===== src/pkg/aicc_pkg.sv =====
// constants for the converter input, reference and clock configuration block
// Operation
// - bandgap input select at 1 routes the internal 1.19V bandgap to converter input
// - while bandgap is selected every external analog channel is disconnected
// - bandgap powers off when unused by converter and low-voltage monitor is off
// - reference select 1 picks the external reference pin, 0 the supply
// - divider codes 000, 001, 010 give system clock, half and quarter
// - unimplemented bits of control and pin enable registers read zero
// - pin enable 1 makes the pin an analog channel, 0 keeps other function
// - enables 0-7 map port a pins 0-7, enables 8-11 port h pins 0-3
// - codes 011 to 110 divide by 8, 16, 32, 64; code 111 undefined
// - analog pin loses its pull-up and its direction control is overridden
// - external reference selected gives the shared pin to the reference only
package aicc_pkg;

	// ==========================================================
	// register map (byte addresses)
	localparam logic [11:0] OFF_CTRL_ONE   = 12'h000;
	localparam logic [11:0] OFF_PIN_EN_LO  = 12'h004;
	localparam logic [11:0] OFF_PIN_EN_HI  = 12'h008;
	localparam logic [11:0] OFF_STATUS     = 12'h00c;

	// ==========================================================
	// control register fields
	localparam int          BIT_BG_INPUT_SEL = 7;
	localparam int          BIT_BG_ENABLE    = 6;
	localparam int          BIT_REF_SEL      = 4;
	localparam int          DIV_LSB          = 0;
	localparam logic [7:0]  CTRL_IMPL_MASK   = 8'hd7;
	localparam logic [7:0]  CTRL_RESET       = 8'h00;

	// ==========================================================
	// pin enable registers
	localparam int          NUM_PINS         = 12;
	localparam int          NUM_PORT_A       = 8;
	localparam logic [7:0]  PIN_LO_MASK      = 8'hff;
	localparam logic [7:0]  PIN_HI_MASK      = 8'h0f;
	localparam logic [7:0]  PIN_LO_RESET     = 8'hff;
	localparam logic [7:0]  PIN_HI_RESET     = 8'h0f;

	// ==========================================================
	// status register fields
	localparam int          ST_BG_POWER      = 0;
	localparam int          ST_REF_EXT       = 1;
	localparam int          ST_BG_ROUTED     = 2;
	localparam int          ST_MONITOR       = 3;

	// ==========================================================
	// converter clock divider
	localparam int          DIV_CNT_W        = 6;
	localparam logic [2:0]  DIV_UNDEFINED    = 3'h7;
	localparam logic [5:0]  DIV_CNT_RESET    = 6'h00;

endpackage


===== src/pkg/aicc_div_if.sv =====
// link between the control registers and the converter clock divider
interface aicc_div_if;
	logic [2:0] code;
	logic       tick;

	modport ctl (
		output code,
		input  tick
	);

	modport div (
		input  code,
		output tick
	);
endinterface


===== src/logic/aicc_clkdiv.sv =====
// converter clock enable divider from the system clock
module aicc_clkdiv (
	// clock and reset
	input  wire logic pclk,
	input  wire logic presetn,
	// divider link
	aicc_div_if.div   link
);

	// ==========================================================
	// free running count, terminal value chosen by code
	logic [aicc_pkg::DIV_CNT_W-1:0] cnt_reg;
	logic [aicc_pkg::DIV_CNT_W-1:0] cnt_next;
	logic [aicc_pkg::DIV_CNT_W-1:0] term;
	logic                           hit;
	logic                           tick_reg;
	logic                           tick_next;

	// terminal = 2^code - 1; code 111 stops the clock rather than guessing a rate
	assign term      = aicc_pkg::DIV_CNT_W'((7'h01 << link.code) - 7'h01);
	assign hit       = (cnt_reg >= term);
	assign cnt_next  = hit ? aicc_pkg::DIV_CNT_RESET : cnt_reg + 6'h01;
	assign tick_next = hit && (link.code != aicc_pkg::DIV_UNDEFINED);

	always_ff @(posedge pclk or negedge presetn) begin
		if (!presetn) begin
			cnt_reg  <= aicc_pkg::DIV_CNT_RESET;
			tick_reg <= 1'b0;
		end else begin
			cnt_reg  <= cnt_next;
			tick_reg <= tick_next;
		end
	end

	assign link.tick = tick_reg;

endmodule


===== src/logic/aicc_top.sv =====
// converter input, reference and clock configuration with apb registers
//
// Implementation choices: the address map and the APB interface to the registers.
module aicc_top (
	// clock and reset
	input  wire logic        pclk,
	input  wire logic        presetn,
	// apb slave
	input  wire logic        psel,
	input  wire logic        penable,
	input  wire logic        pwrite,
	input  wire logic [11:0] paddr,
	input  wire logic [31:0] pwdata,
	input  wire logic [3:0]  pstrb,
	output logic      [31:0] prdata,
	output logic             pready,
	output logic             pslverr,
	// converter core
	input  wire logic [3:0]  conv_channel_sel,
	output logic             conv_clk_en,
	output logic             conv_in_bandgap,
	output logic      [11:0] conv_chan_connect,
	output logic             conv_ref_ext,
	// bandgap and low-voltage monitor
	input  wire logic        low_voltage_monitor_en,
	output logic             bandgap_power,
	// port pin requests from the general purpose io logic
	input  wire logic [7:0]  port_a_direction_control,
	input  wire logic [3:0]  port_h_direction_control,
	input  wire logic [11:0] pin_pullup_req,
	input  wire logic        ref_pin_other_req,
	// port pin controls after the analog override
	output logic      [11:0] pin_analog_en,
	output logic      [11:0] pin_input_dir,
	output logic      [11:0] pin_pullup_en,
	output logic      [11:0] pin_other_func_en,
	output logic             ref_pin_ref_en,
	output logic             ref_pin_other_en
);

	// ==========================================================
	// address decode
	function automatic logic addr_is(input logic [11:0] a, input logic [11:0] off);
		addr_is = (a == off);
	endfunction

	logic        sel_ctrl;
	logic        sel_lo;
	logic        sel_hi;
	logic        sel_st;
	logic        mapped;
	logic        setup_ph;
	logic        access_ph;
	logic        wr_lane0;

	assign sel_ctrl  = addr_is(paddr, aicc_pkg::OFF_CTRL_ONE);
	assign sel_lo    = addr_is(paddr, aicc_pkg::OFF_PIN_EN_LO);
	assign sel_hi    = addr_is(paddr, aicc_pkg::OFF_PIN_EN_HI);
	assign sel_st    = addr_is(paddr, aicc_pkg::OFF_STATUS);
	assign mapped    = sel_ctrl | sel_lo | sel_hi | sel_st;
	assign setup_ph  = psel & ~penable;
	assign access_ph = psel & penable;
	// status is read only, so a write to it is ignored without an error
	assign wr_lane0  = access_ph & pwrite & pstrb[0];

	// zero wait states; every access completes in its first access cycle
	assign pready    = 1'b1;
	assign pslverr   = access_ph & ~mapped;

	// ==========================================================
	// registers
	logic [7:0]  ctrl_reg;
	logic [7:0]  ctrl_next;
	logic [7:0]  pin_lo_reg;
	logic [7:0]  pin_lo_next;
	logic [7:0]  pin_hi_reg;
	logic [7:0]  pin_hi_next;

	// unimplemented positions are masked on write so they always read zero
	assign ctrl_next   = (wr_lane0 & sel_ctrl) ?
		(pwdata[7:0] & aicc_pkg::CTRL_IMPL_MASK) : ctrl_reg;
	assign pin_lo_next = (wr_lane0 & sel_lo) ?
		(pwdata[7:0] & aicc_pkg::PIN_LO_MASK) : pin_lo_reg;
	assign pin_hi_next = (wr_lane0 & sel_hi) ?
		(pwdata[7:0] & aicc_pkg::PIN_HI_MASK) : pin_hi_reg;

	always_ff @(posedge pclk or negedge presetn) begin
		if (!presetn) begin
			ctrl_reg <= aicc_pkg::CTRL_RESET;
		end else begin
			ctrl_reg <= ctrl_next;
		end
	end

	always_ff @(posedge pclk or negedge presetn) begin
		if (!presetn) begin
			pin_lo_reg <= aicc_pkg::PIN_LO_RESET;
		end else begin
			pin_lo_reg <= pin_lo_next;
		end
	end

	always_ff @(posedge pclk or negedge presetn) begin
		if (!presetn) begin
			pin_hi_reg <= aicc_pkg::PIN_HI_RESET;
		end else begin
			pin_hi_reg <= pin_hi_next;
		end
	end

	// ==========================================================
	// control fields
	logic        bandgap_input_select;
	logic        bandgap_enable;
	logic        reference_source_select;
	logic [2:0]  converter_clock_divider;
	logic [11:0] analog_pin_enable;

	assign bandgap_input_select    = ctrl_reg[aicc_pkg::BIT_BG_INPUT_SEL];
	assign bandgap_enable          = ctrl_reg[aicc_pkg::BIT_BG_ENABLE];
	assign reference_source_select = ctrl_reg[aicc_pkg::BIT_REF_SEL];
	assign converter_clock_divider = ctrl_reg[aicc_pkg::DIV_LSB +: 3];
	// low register holds port a, high register port h
	assign analog_pin_enable       = {pin_hi_reg[3:0], pin_lo_reg};

	// ==========================================================
	// converter clock divider
	aicc_div_if div_link ();

	assign div_link.code = converter_clock_divider;

	aicc_clkdiv u_clkdiv (
		.pclk    (pclk),
		.presetn (presetn),
		.link    (div_link)
	);

	// tick is already a flop output inside the divider
	assign conv_clk_en = div_link.tick;

	// ==========================================================
	// bandgap and reference
	logic        bg_power_next;
	logic        bg_route_next;
	logic        ref_ext_next;
	logic        bg_power_reg;
	logic        bg_route_reg;
	logic        ref_ext_reg;

	// the bandgap also serves the low-voltage monitor, so either keeps it on
	assign bg_power_next = bandgap_enable | low_voltage_monitor_en;
	// routing does not wait for the enable; software is trusted to order them
	assign bg_route_next = bandgap_input_select;
	assign ref_ext_next  = reference_source_select;

	always_ff @(posedge pclk or negedge presetn) begin
		if (!presetn) begin
			bg_power_reg <= 1'b0;
		end else begin
			bg_power_reg <= bg_power_next;
		end
	end

	always_ff @(posedge pclk or negedge presetn) begin
		if (!presetn) begin
			bg_route_reg <= 1'b0;
		end else begin
			bg_route_reg <= bg_route_next;
		end
	end

	always_ff @(posedge pclk or negedge presetn) begin
		if (!presetn) begin
			ref_ext_reg <= 1'b0;
		end else begin
			ref_ext_reg <= ref_ext_next;
		end
	end

	assign bandgap_power   = bg_power_reg;
	assign conv_in_bandgap = bg_route_reg;
	assign conv_ref_ext    = ref_ext_reg;

	// ==========================================================
	// reference pin sharing
	logic        ref_pin_ref_reg;
	logic        ref_pin_other_reg;
	logic        ref_pin_other_next;

	assign ref_pin_other_next = ref_pin_other_req & ~reference_source_select;

	always_ff @(posedge pclk or negedge presetn) begin
		if (!presetn) begin
			ref_pin_ref_reg   <= 1'b0;
			ref_pin_other_reg <= 1'b0;
		end else begin
			ref_pin_ref_reg   <= reference_source_select;
			ref_pin_other_reg <= ref_pin_other_next;
		end
	end

	assign ref_pin_ref_en   = ref_pin_ref_reg;
	assign ref_pin_other_en = ref_pin_other_reg;

	// ==========================================================
	// shared analog pins
	logic [11:0] dir_ctl;
	logic [11:0] analog_next;
	logic [11:0] input_dir_next;
	logic [11:0] pullup_next;
	logic [11:0] other_next;
	logic [11:0] connect_next;
	logic [11:0] analog_reg;
	logic [11:0] input_dir_reg;
	logic [11:0] pullup_reg;
	logic [11:0] other_reg;
	logic [11:0] connect_reg;

	assign dir_ctl = {port_h_direction_control, port_a_direction_control};

	genvar gi;
	generate
		for (gi = 0; gi < aicc_pkg::NUM_PINS; gi++) begin : g_pin
			// enable bit gi serves analog channel gi
			assign analog_next[gi]    = analog_pin_enable[gi];
			// an analog pin is forced to input whatever the direction control says
			assign input_dir_next[gi] = analog_pin_enable[gi] | dir_ctl[gi];
			assign pullup_next[gi]    = pin_pullup_req[gi] & ~analog_pin_enable[gi];
			assign other_next[gi]     = ~analog_pin_enable[gi];
			// a channel switch closes only when enabled, selected and bandgap not routed
			assign connect_next[gi]   = analog_pin_enable[gi] & ~bandgap_input_select &
				(conv_channel_sel == 4'(gi));
		end
	endgenerate

	// analog and direction flops start from the enable reset values so pins are analog out of reset
	always_ff @(posedge pclk or negedge presetn) begin
		if (!presetn) begin
			analog_reg <= {aicc_pkg::PIN_HI_RESET[3:0], aicc_pkg::PIN_LO_RESET};
		end else begin
			analog_reg <= analog_next;
		end
	end

	always_ff @(posedge pclk or negedge presetn) begin
		if (!presetn) begin
			input_dir_reg <= {aicc_pkg::PIN_HI_RESET[3:0], aicc_pkg::PIN_LO_RESET};
		end else begin
			input_dir_reg <= input_dir_next;
		end
	end

	always_ff @(posedge pclk or negedge presetn) begin
		if (!presetn) begin
			pullup_reg <= 12'h000;
		end else begin
			pullup_reg <= pullup_next;
		end
	end

	always_ff @(posedge pclk or negedge presetn) begin
		if (!presetn) begin
			other_reg <= 12'h000;
		end else begin
			other_reg <= other_next;
		end
	end

	always_ff @(posedge pclk or negedge presetn) begin
		if (!presetn) begin
			connect_reg <= 12'h000;
		end else begin
			connect_reg <= connect_next;
		end
	end

	assign pin_analog_en     = analog_reg;
	assign pin_input_dir     = input_dir_reg;
	assign pin_pullup_en     = pullup_reg;
	assign pin_other_func_en = other_reg;
	assign conv_chan_connect = connect_reg;

	// ==========================================================
	// status and read path
	logic [7:0]  status_val;
	logic [7:0]  rd_byte;
	logic [31:0] prdata_reg;
	logic [31:0] prdata_next;

	assign status_val = {4'h0, low_voltage_monitor_en, bg_route_reg,
		ref_ext_reg, bg_power_reg};

	// read data is captured in the setup cycle so it stands through the access
	assign rd_byte = sel_ctrl ? (ctrl_reg & aicc_pkg::CTRL_IMPL_MASK) :
		sel_lo ? pin_lo_reg :
		sel_hi ? (pin_hi_reg & aicc_pkg::PIN_HI_MASK) :
		sel_st ? status_val : 8'h00;

	assign prdata_next = (setup_ph & ~pwrite) ? {24'h000000, rd_byte} : prdata_reg;

	always_ff @(posedge pclk or negedge presetn) begin
		if (!presetn) begin
			prdata_reg <= 32'h00000000;
		end else begin
			prdata_reg <= prdata_next;
		end
	end

	assign prdata = prdata_reg;

endmodule


===== config.mk =====
export PLATFORM = sky130hd
export DESIGN_NAME = aicc_top
export DESIGN_NICKNAME = d
export VERILOG_FILES = /design/src/pkg/aicc_pkg.sv /design/src/pkg/aicc_div_if.sv /design/src/logic/aicc_clkdiv.sv /design/src/logic/aicc_top.sv
export SDC_FILE = /design/constraint.sdc
export NUM_CORES = 1
export LEC_CHECK = 0
export BUFFER_PORTS_ARGS = -buffer_cell sky130_fd_sc_hd__buf_2
export CAP_MARGIN = 20
export CORE_UTILIZATION = 40
export CTS_BUF_LIST = sky130_fd_sc_hd__clkbuf_16
export DETAILED_ROUTE_END_ITERATION = 10
export PLACE_DENSITY_LB_ADDON = 0.25
export SYNTH_ARGS = -nofsm -noshare
export SYNTH_HDL_FRONTEND = slang
export SYNTH_SLANG_ARGS = --single-unit

===== constraint.sdc =====
create_clock -name pclk -period 1.65 [get_ports pclk]
set_clock_uncertainty 0.1 [all_clocks]
set_input_delay 0.165 -clock pclk [delete_from_list [all_inputs] [get_ports pclk]]
set_output_delay 0.165 -clock pclk [all_outputs]
set_load 0.03 [all_outputs]

======== Word level (Yosys, flattened, before mapping) ========
Index checks and enable logic that the tools add are counted.
cells by class
  muxes and demuxes ....................... 5
  bitwise logic cells ..................... 79
  reductions and logical operators ........ 3
  shift-type cells ........................ 1
  magnitude comparators ................... 1
  equality and inequality tests ........... 15
  add/subtract/negate cells ............... 2
operators by type and width
  operator                                               count
  AND 1 bit                                              46
  equality test 12 x 4 -> 1 bit (second input constant)  2
  two-way mux 8 bit                                      3
  inverter 1 bit                                         17
  equality test 4 x 3 -> 1 bit (second input constant)   4
  equality test 4 bit (second input constant)            4
  bitwise OR 1 bit                                       16
  equality test 12 x 3 -> 1 bit (second input constant)  1
  zero test 12 bit                                       1
  equality test 4 x 2 -> 1 bit (second input constant)   2
  adder 6 x 1 -> 6 bit (second input constant)           1
  greater-or-equal comparator 6 bit                      1
  two-way mux 6 bit                                      1
  left shift 1 x 3 -> 6 bit (first input constant)       1
  subtractor 6 x 1 -> 6 bit (second input constant)      1
  equality test 4 x 1 -> 1 bit (second input constant)   1
  zero test 4 bit                                        1
  two-way mux 4 bit                                      1
  != test 3 bit (second input constant)                  1
  logical AND 1 bit                                      1
storage, ports and cells
  bits in registers ....................... 97
  input port bits ......................... 83
  output and inout bits ................... 100
  word-level logic and storage cells ...... 121

======== Depth between registers and ports, before layout ========
Gate-level depths: netlist (run 1).
  depth after elaboration ................. 6
  mapped depth ............................ 6
  depth with buffers taken out ............ 6

======== Cells and area by module ========
A second synthesis (run 1) with hierarchy kept.
second synthesis, totals
  cell total of the unflattened synthesis .. 298
  area total of the unflattened synthesis .. 3871.2 um^2
by module, submodules not included
  module       times used  cells an instance  area an instance (um^2)  sequential area each (um^2)
  aicc_top     1           247                3360.7                   2297.2
  aicc_clkdiv  1           51                 510.5                    175.2

======== Least setup slack after synthesis (run 1) ========
Ideal clock, no wire load.
  path type ............................... input -> register
  start ................................... input port paddr[11]
  end ..................................... register pin_lo_reg[0]
  stages .................................. 6
  data required time ...................... 1468 ps
  setup slack ............................. -516 ps
  arrival time ............................ 1984 ps
  buffers on the path ..................... 2
  cell sequence ........................... or4_1 > buf_6 > or4_4 > buf_6 > nor2_8 > mux2_2
between the ends
  word-level cells in the longest chain between the ends .. 2
RTL lines
  item                           line            source
  from (decl)                    aicc_top.sv:12  input wire logic [11:0] paddr,
  equality test 12 x 3 -> 1 bit  aicc_top.sv:44  addr_is = (a == off);
  AND 1 bit                      aicc_top.sv:82  assign pin_lo_next = (wr_lane0 & sel_lo) ?
  to (signal assigned)           aicc_top.sv:97  pin_lo_reg <= aicc_pkg::PIN_LO_RESET;
  to (signal assigned)           aicc_top.sv:99  pin_lo_reg <= pin_lo_next;
  to (decl)                      aicc_top.sv:74  logic [7:0] pin_lo_reg;
No other way between the ends.
A chain may end at the register's enable or synchronous reset.

======== Final worst setup path (run 1) ========
  start ................................... register ctrl_reg[2]
  end ..................................... register u_clkdiv.tick_reg, in the netlist u_clkdiv.link.tick
between the ends
  word-level cells in the longest chain between the ends .. 4
RTL lines
  item                               line               source
  from (decl)                        aicc_top.sv:72     logic [7:0] ctrl_reg;
  from (signal assigned)             aicc_top.sv:89     ctrl_reg <= aicc_pkg::CTRL_RESET;
  from (signal assigned)             aicc_top.sv:91     ctrl_reg <= ctrl_next;
  left shift 1 x 3 -> 6 bit          aicc_clkdiv.sv:20  assign term = aicc_pkg::DIV_CNT_W'((7'h01 << link.code) - 7'h01);
  subtractor 6 x 1 -> 6 bit          aicc_clkdiv.sv:20
  greater-or-equal comparator 6 bit  aicc_clkdiv.sv:21  assign hit = (cnt_reg >= term);
  logical AND 1 bit (*)              aicc_clkdiv.sv:23  assign tick_next = hit && (link.code != aicc_pkg::DIV_UNDEFINED);
  net u_clkdiv.tick_next             aicc_clkdiv.sv:17  logic tick_next;
  to (signal assigned)               aicc_clkdiv.sv:31  tick_reg <= tick_next;
  to (decl)                          aicc_clkdiv.sv:16  logic tick_reg;
The timed path passes the listed nets; every way through them passes the cells marked *.

==> out/qor.yml, run 1 <==
hold_start: "pwdata[1]"
p_per_area_nw_per_um2: 885
grt_use_total_pct: 18.0
place.gp.congestion: 0.751
clock_latency_ns: 0.34
die_area_sq_um: 10100
ir_drop_v: 0.000552
drive_above_1_share_pct: 55.2
syn_inst: 294
num_rows: 35
violations: "negative setup slack"
r2r_start: "ctrl_reg[2]"
die_w_um: 100
grt_max_degree: 98
regArea_sq_um: 2470
place_area_sq_um: 4830
preCtsSetupSlack_ns: -0.490
endpoint: "u_clkdiv.link.tick"
netlist_top_cells_area: "dfrtp_1 (40%), dfstp_2 (24%), mux2_2 (5.2%)"
ys_warn_count: 0
grt-ovfl-total: 0
root_buffer: "clkbuf_16"
cts_num_sinks: 97
start_util_pct: 41.6
clock.fmax_ghz: 0.542
synth_seq_area_share_pct: 64.0
postLayoutCoreUtil_pct: 61.1
area_delta_synth_final_pct: 47.0
insertedDiodeCount: 0
routedWlPerCell_um: 14.2
synth.most_common_cell: "dfrtp_1"
core_area_sq_um: 9280
period_minus_slack_ns: 1.85
crit_chain: "or3_1 > ha_1 > nand2b_4 > a21oi_4 > o21ai_4 > and3_1"
fin_nets: 583
cts_buffer_depth: 2
fin_area_sq_um: 5680
slowest_delay_ns: 0.43
cpMaxStageDelayCell: "dfrtp_2"
cts_tree: "built"
worst_setup_path_start_kind: "flop"
worst_slack_ns: -0.196
cts_buffers: 9
wirelength_mm: 8.88
crit_fanout: 7
regToRegEndpoint: "u_clkdiv.link.tick"
ys_ff_latch: 97
crit_path_end_kind: "flop"
synth.avg_cell_area_sq_um: 13.1
finalMaxSlewViolations: 0
ios: 183
port-buffer-count: 130
synth_top_area_cell: "dfrtp_1"
drtIter0Drc: 63
placed_cells_incl_taps: 571
r2r_cells: 6
multiInputGateArea_sq_um: 1380
cap_violations: 0
synth-main-ff-cell: "dfrtp_1"
setup_viol: 21
syn_area_sq_um: 3860
ant_nets: 0
reg2reg_setup_slack_ns: -0.20
synthTopCellsByCount: "dfrtp_1 (61), dfstp_2 (36), buf_4 (26)"
worstPathRequired_ns: 1.78
path_class: "reg -> reg"
rsz0062_at_grt: "yes"
dieHeight_um: 100
synth_edf_count: 0
antenna_found_initial: 0
critPathArrivalTime_ns: 1.97
n_fill_cell: 755
detail_route.vias_per_cell: 4.49
period_share_pct: 112
dp_hpwl_mm: 6.08
grt_pass1_wl_mm: 13.8
drtPass1Iterations: 4
clk_pin_slew_worst_paths_ns: 0.07
hold_violations: 0
yosys.cell_types.count: 41
htree_levels: 3
synth_top_area_share_pct: 39.5
hp-class: "in -> reg"
grt_pass1_vias: 2830
async_reset_ff_share_pct: 100
leakagePower_nw: 2.80
fin_cells: 627
post-route-drc-count: 0
num_vias: 2815
status: "finished with violations"
cp-startpoint: "ctrl_reg[2]"
==> final cells by class <==
type / count / area share [%]
flip-flops and latches: 97 / 43.6
clock inverters: 7 / 1.50
multi-input cells: 171 / 24.2
repair buffers: 197 / 22.7
clock buffers: 9 / 3.97
well taps: 129 / 2.84
inverters: 17 / 1.12
==> cell usage in the layout (no fill, tap or decap), types with 4 or more instances in the layout <==
master,count
nand2_1,6
inv_1,17
buf_2,125
dlygate4sd3_1,33
buf_6,4
nor2b_1,15
conb_1,25
buf_4,32
and3_1,13
ha_1,7
a21oi_1,9
clkbuf_16,9
mux2_4,18
dfrtp_1,60
dfstp_2,36
or2_2,15
==> routing by layer <==
layer | part of all wire (%) | wire, um | vias to the layer above | track usage, %
li1 | - | - | 1340 | -
met1 | 41 | 3670 | 1354 | 21.7
met2 | 51 | 4530 | 114 | 31.9
met3 | 6.4 | 568 | 7 | 3.97
met4 | 1.2 | 110 | 0 | 6.02
met5 | 0 | 0 | - | 0
==> per-stage QoR <==
| step | total power, mW | hold WS, ns | TNS, ns |
|---|---|---|---|
| after floorplan | 2.74 | -0.231 | -7.83 |
| after global placement | 2.86 | 0.151 | -11.80 |
| after detailed placement | 2.87 | 0.157 | -12.55 |
| after CTS | 5.07 | 0.00105 | -1.71 |
| after global routing | 5.21 | 0.00740 | -2.87 |
| final | 5.02 | 0.0142 | -1.99 |
==> how the worst min path moves through the flow <==
stage | end | depth (start not counted)
floorplan | bandgap_power | 0
global placement | pin_pullup_en[7] | 2
detailed placement | pin_pullup_en[7] | 2
CTS | ctrl_reg[1] | 2
global route | ctrl_reg[1] | 2
finish | ctrl_reg[1] | 2
==> where the power goes <==
group	leakage, nW	internal (mW)	switching (mW)
logic	1.53	0.182	0.290
clock network	0.150	1.20	0.917
registers	1.12	2.42	0.00853
==> worst max-delay path, delay by kind of cell (launching register included) <==
family | cells | cell delay, ns
compound gates | 2 | 0.24
simple gates | 3 | 0.69
flops | 1 | 0.43
fa+ha+maj | 1 | 0.28
==> timing repair <==
item | in CTS | in global routing
setup buffers | 5 | 2
endpoints found under the setup margin | 31 | 29
resized for setup | 19 | 16
hold buffers | 33 | 0
hold endpoints to repair | 99 | 0
pin swaps | 8 | 8
==> cells by family after synthesis <==
logic type | after synthesis | synth area share [%]
flops | 97 | 64.0
simple gates | 83 | 14.2
buf+inv | 49 | 7.68
compound gates | 33 | 5.25
mux | 19 | 5.51
fa+ha+maj | 7 | 2.27
xor+xnor | 4 | 0.907
other cells | 2 | 0.194
(Power assumes the default switching activity.)
==> run 2, diff against run 1 <==
--- a/config.mk
+++ b/config.mk
@@ -11,6 +11,8 @@
 export CTS_BUF_LIST = sky130_fd_sc_hd__clkbuf_16
 export DETAILED_ROUTE_END_ITERATION = 10
 export PLACE_DENSITY_LB_ADDON = 0.25
+export SLEW_MARGIN = 10
 export SYNTH_ARGS = -nofsm -noshare
 export SYNTH_HDL_FRONTEND = slang
 export SYNTH_SLANG_ARGS = --single-unit
+export TNS_END_PERCENT = 1
==> run 2 against run 1 <==
Against the previous run: the flow still finishes with violations (negative setup slack); global-route usage down 0.64 points; register-to-register slack worse by 0.02 ns; combinational power down 1%; flip-flop and latch count unchanged; sequential power about the same; total power down 0.64%; hold slack worse by 0.0020 ns; clock power about the same; sequential share of layout area up 1.3 points; critical path type unchanged; critical endpoint unchanged; highest routed layer unchanged.
==> out/qor.yml, run 2 (synthesis results as in run 1) <==
fin_nets: 574
die_area_sq_um: 10100
cap_violations: 0
start_util_pct: 41.6
endpoint: "u_clkdiv.link.tick"
postLayoutCoreUtil_pct: 59.3
worst_slack_ns: -0.214
fin_area_sq_um: 5500
clk_pin_slew_worst_paths_ns: 0.07
num_vias: 2777
dieHeight_um: 100
grt-ovfl-total: 0
n_fill_cell: 778
core_area_sq_um: 9280
area_delta_synth_final_pct: 42.5
grt_pass1_vias: 2724
cp_top_family: "simple AND/OR/NAND/NOR gates"
p_seq_share_pct: 48.8
place.gp.congestion: 0.762
insertedDiodeCount: 0
multiInputGateArea_sq_um: 1300
ios: 183
place_area_sq_um: 4770
crit_chain: "or3_4 > ha_4 > nand2b_4 > a21oi_2 > o21ai_1 > buf_4 > and3_4"
root_buffer: "clkbuf_16"
num_rows: 35
worst-path-buf-inv: 1
p_switching_mw: 1.20
switching_share_pct: 24.0
p_per_area_nw_per_um2: 907
drtPass1Iterations: 4
leakagePower_nw: 2.71
die_w_um: 100
htree_levels: 3
port-buffer-count: 130
cts_buffer_depth: 2
period_minus_slack_ns: 1.86
cts_buffers: 9
period_share_pct: 113
power_frac_comb_pct: 9.3
finalMaxSlewViolations: 0
grt_max_degree: 38
clock_latency_ns: 0.34
clock.fmax_ghz: 0.536
post_cts_buffers: 0
cp-startpoint: "ctrl_reg[0]"
cts_tree: "built"
critPathArrivalTime_ns: 2.00
crit_fanout: 7
ir_drop_v: 0.000396
wirelength_mm: 8.65
grt_pass1_wl_mm: 13.3
grt_use_total_pct: 17.4
ant_nets: 0
hp-class: "in -> reg"
intPower_mw: 3.79
routedWlPerCell_um: 14.0
crit_path_end_kind: "flop"
reg2reg_setup_slack_ns: -0.21
slowest_delay_ns: 0.41
holdWs_ns: 0.0122
final_cell_mix: "buf_2 (127), dfrtp_1 (61), dfstp_2 (36)"
final_common_cell: "buf_2"
worstPathRequired_ns: 1.78
cts_num_sinks: 97
antenna_found_initial: 0
r2r_start: "ctrl_reg[0]"
cpMaxStageDelayCell: "or3_4"
violations: "negative setup slack"
fin_setup_tns_ns: -1.87
post-route-drc-count: 0
regArea_sq_um: 2470
worst_setup_path_start_kind: "flop"
drtIter0Drc: 92
path_class: "reg -> reg"
rsz0062_at_grt: "yes"
worst-path-stages: 7
setup_viol: 15
dp_hpwl_mm: 6.20
clkPwrFrac_pct: 41.9
regToRegEndpoint: "u_clkdiv.link.tick"
drive_above_1_share_pct: 53.4
status: "finished with violations"
detail_route.vias_per_cell: 4.49
preCtsSetupSlack_ns: -0.517
r2r_cells: 7
hold_violations: 0
## run 2: power by group through the flow
stage	Combinational (mW)	Clock (mW)	Sequential [mW]
after floorplan	0.190	0	2.55
after global placement	0.392	0	2.47
after detailed placement	0.398	0	2.47
after CTS	0.463	2.13	2.43
after global routing	0.502	2.23	2.44
final	0.465	2.09	2.43
## run 2: timing repair
item	in CTS	in global routing
hold endpoints to repair	62	0
gates cloned	0	0
setup endpoints to repair	32	33
pin swaps	8	7
gates resized for setup	14	15
hold buffers	32	0
## run 2: layer usage
metal  vias up  global-route usage (%)  part of all wire [%]
li1       1322                       -                     -
met2       109                    29.8                    51
met4         0                    6.69                   1.7
met1      1332                    21.3                    42
met3        14                    4.04                   5.8
met5         -                       0                     0
## run 2: worst min path at each step
| stage | startpoint | to | cells past startpoint |
|---|---|---|---|
| after floorplan | presetn | bandgap_power | 0 |
| after detailed placement | presetn | pin_other_func_en[1] | 1 |
| after CTS | pwdata[1] | pin_lo_reg[1] | 2 |
| after global placement | presetn | pin_pullup_en[9] | 1 |
| final | pwdata[1] | pin_lo_reg[1] | 2 |
| after global routing | pwdata[1] | pin_hi_reg[1] | 2 |
## run 2: final cells by class
type	instances	share of cell area [%]
clock inverter	7	1.41
multi-input combinational	171	23.7
timing repair buffer	188	21.8
clock buffer	9	4.09
inverter	17	1.16
sequential	97	44.9
tap	129	2.93
## run 2: metrics by stage
step / power (mW) / instances
after global routing: 5.16 / 618
after detailed placement: 2.87 / 570
after floorplan: 2.74 / 317
final: 4.99 / 618
after global placement: 2.87 / 570
after CTS: 5.03 / 618
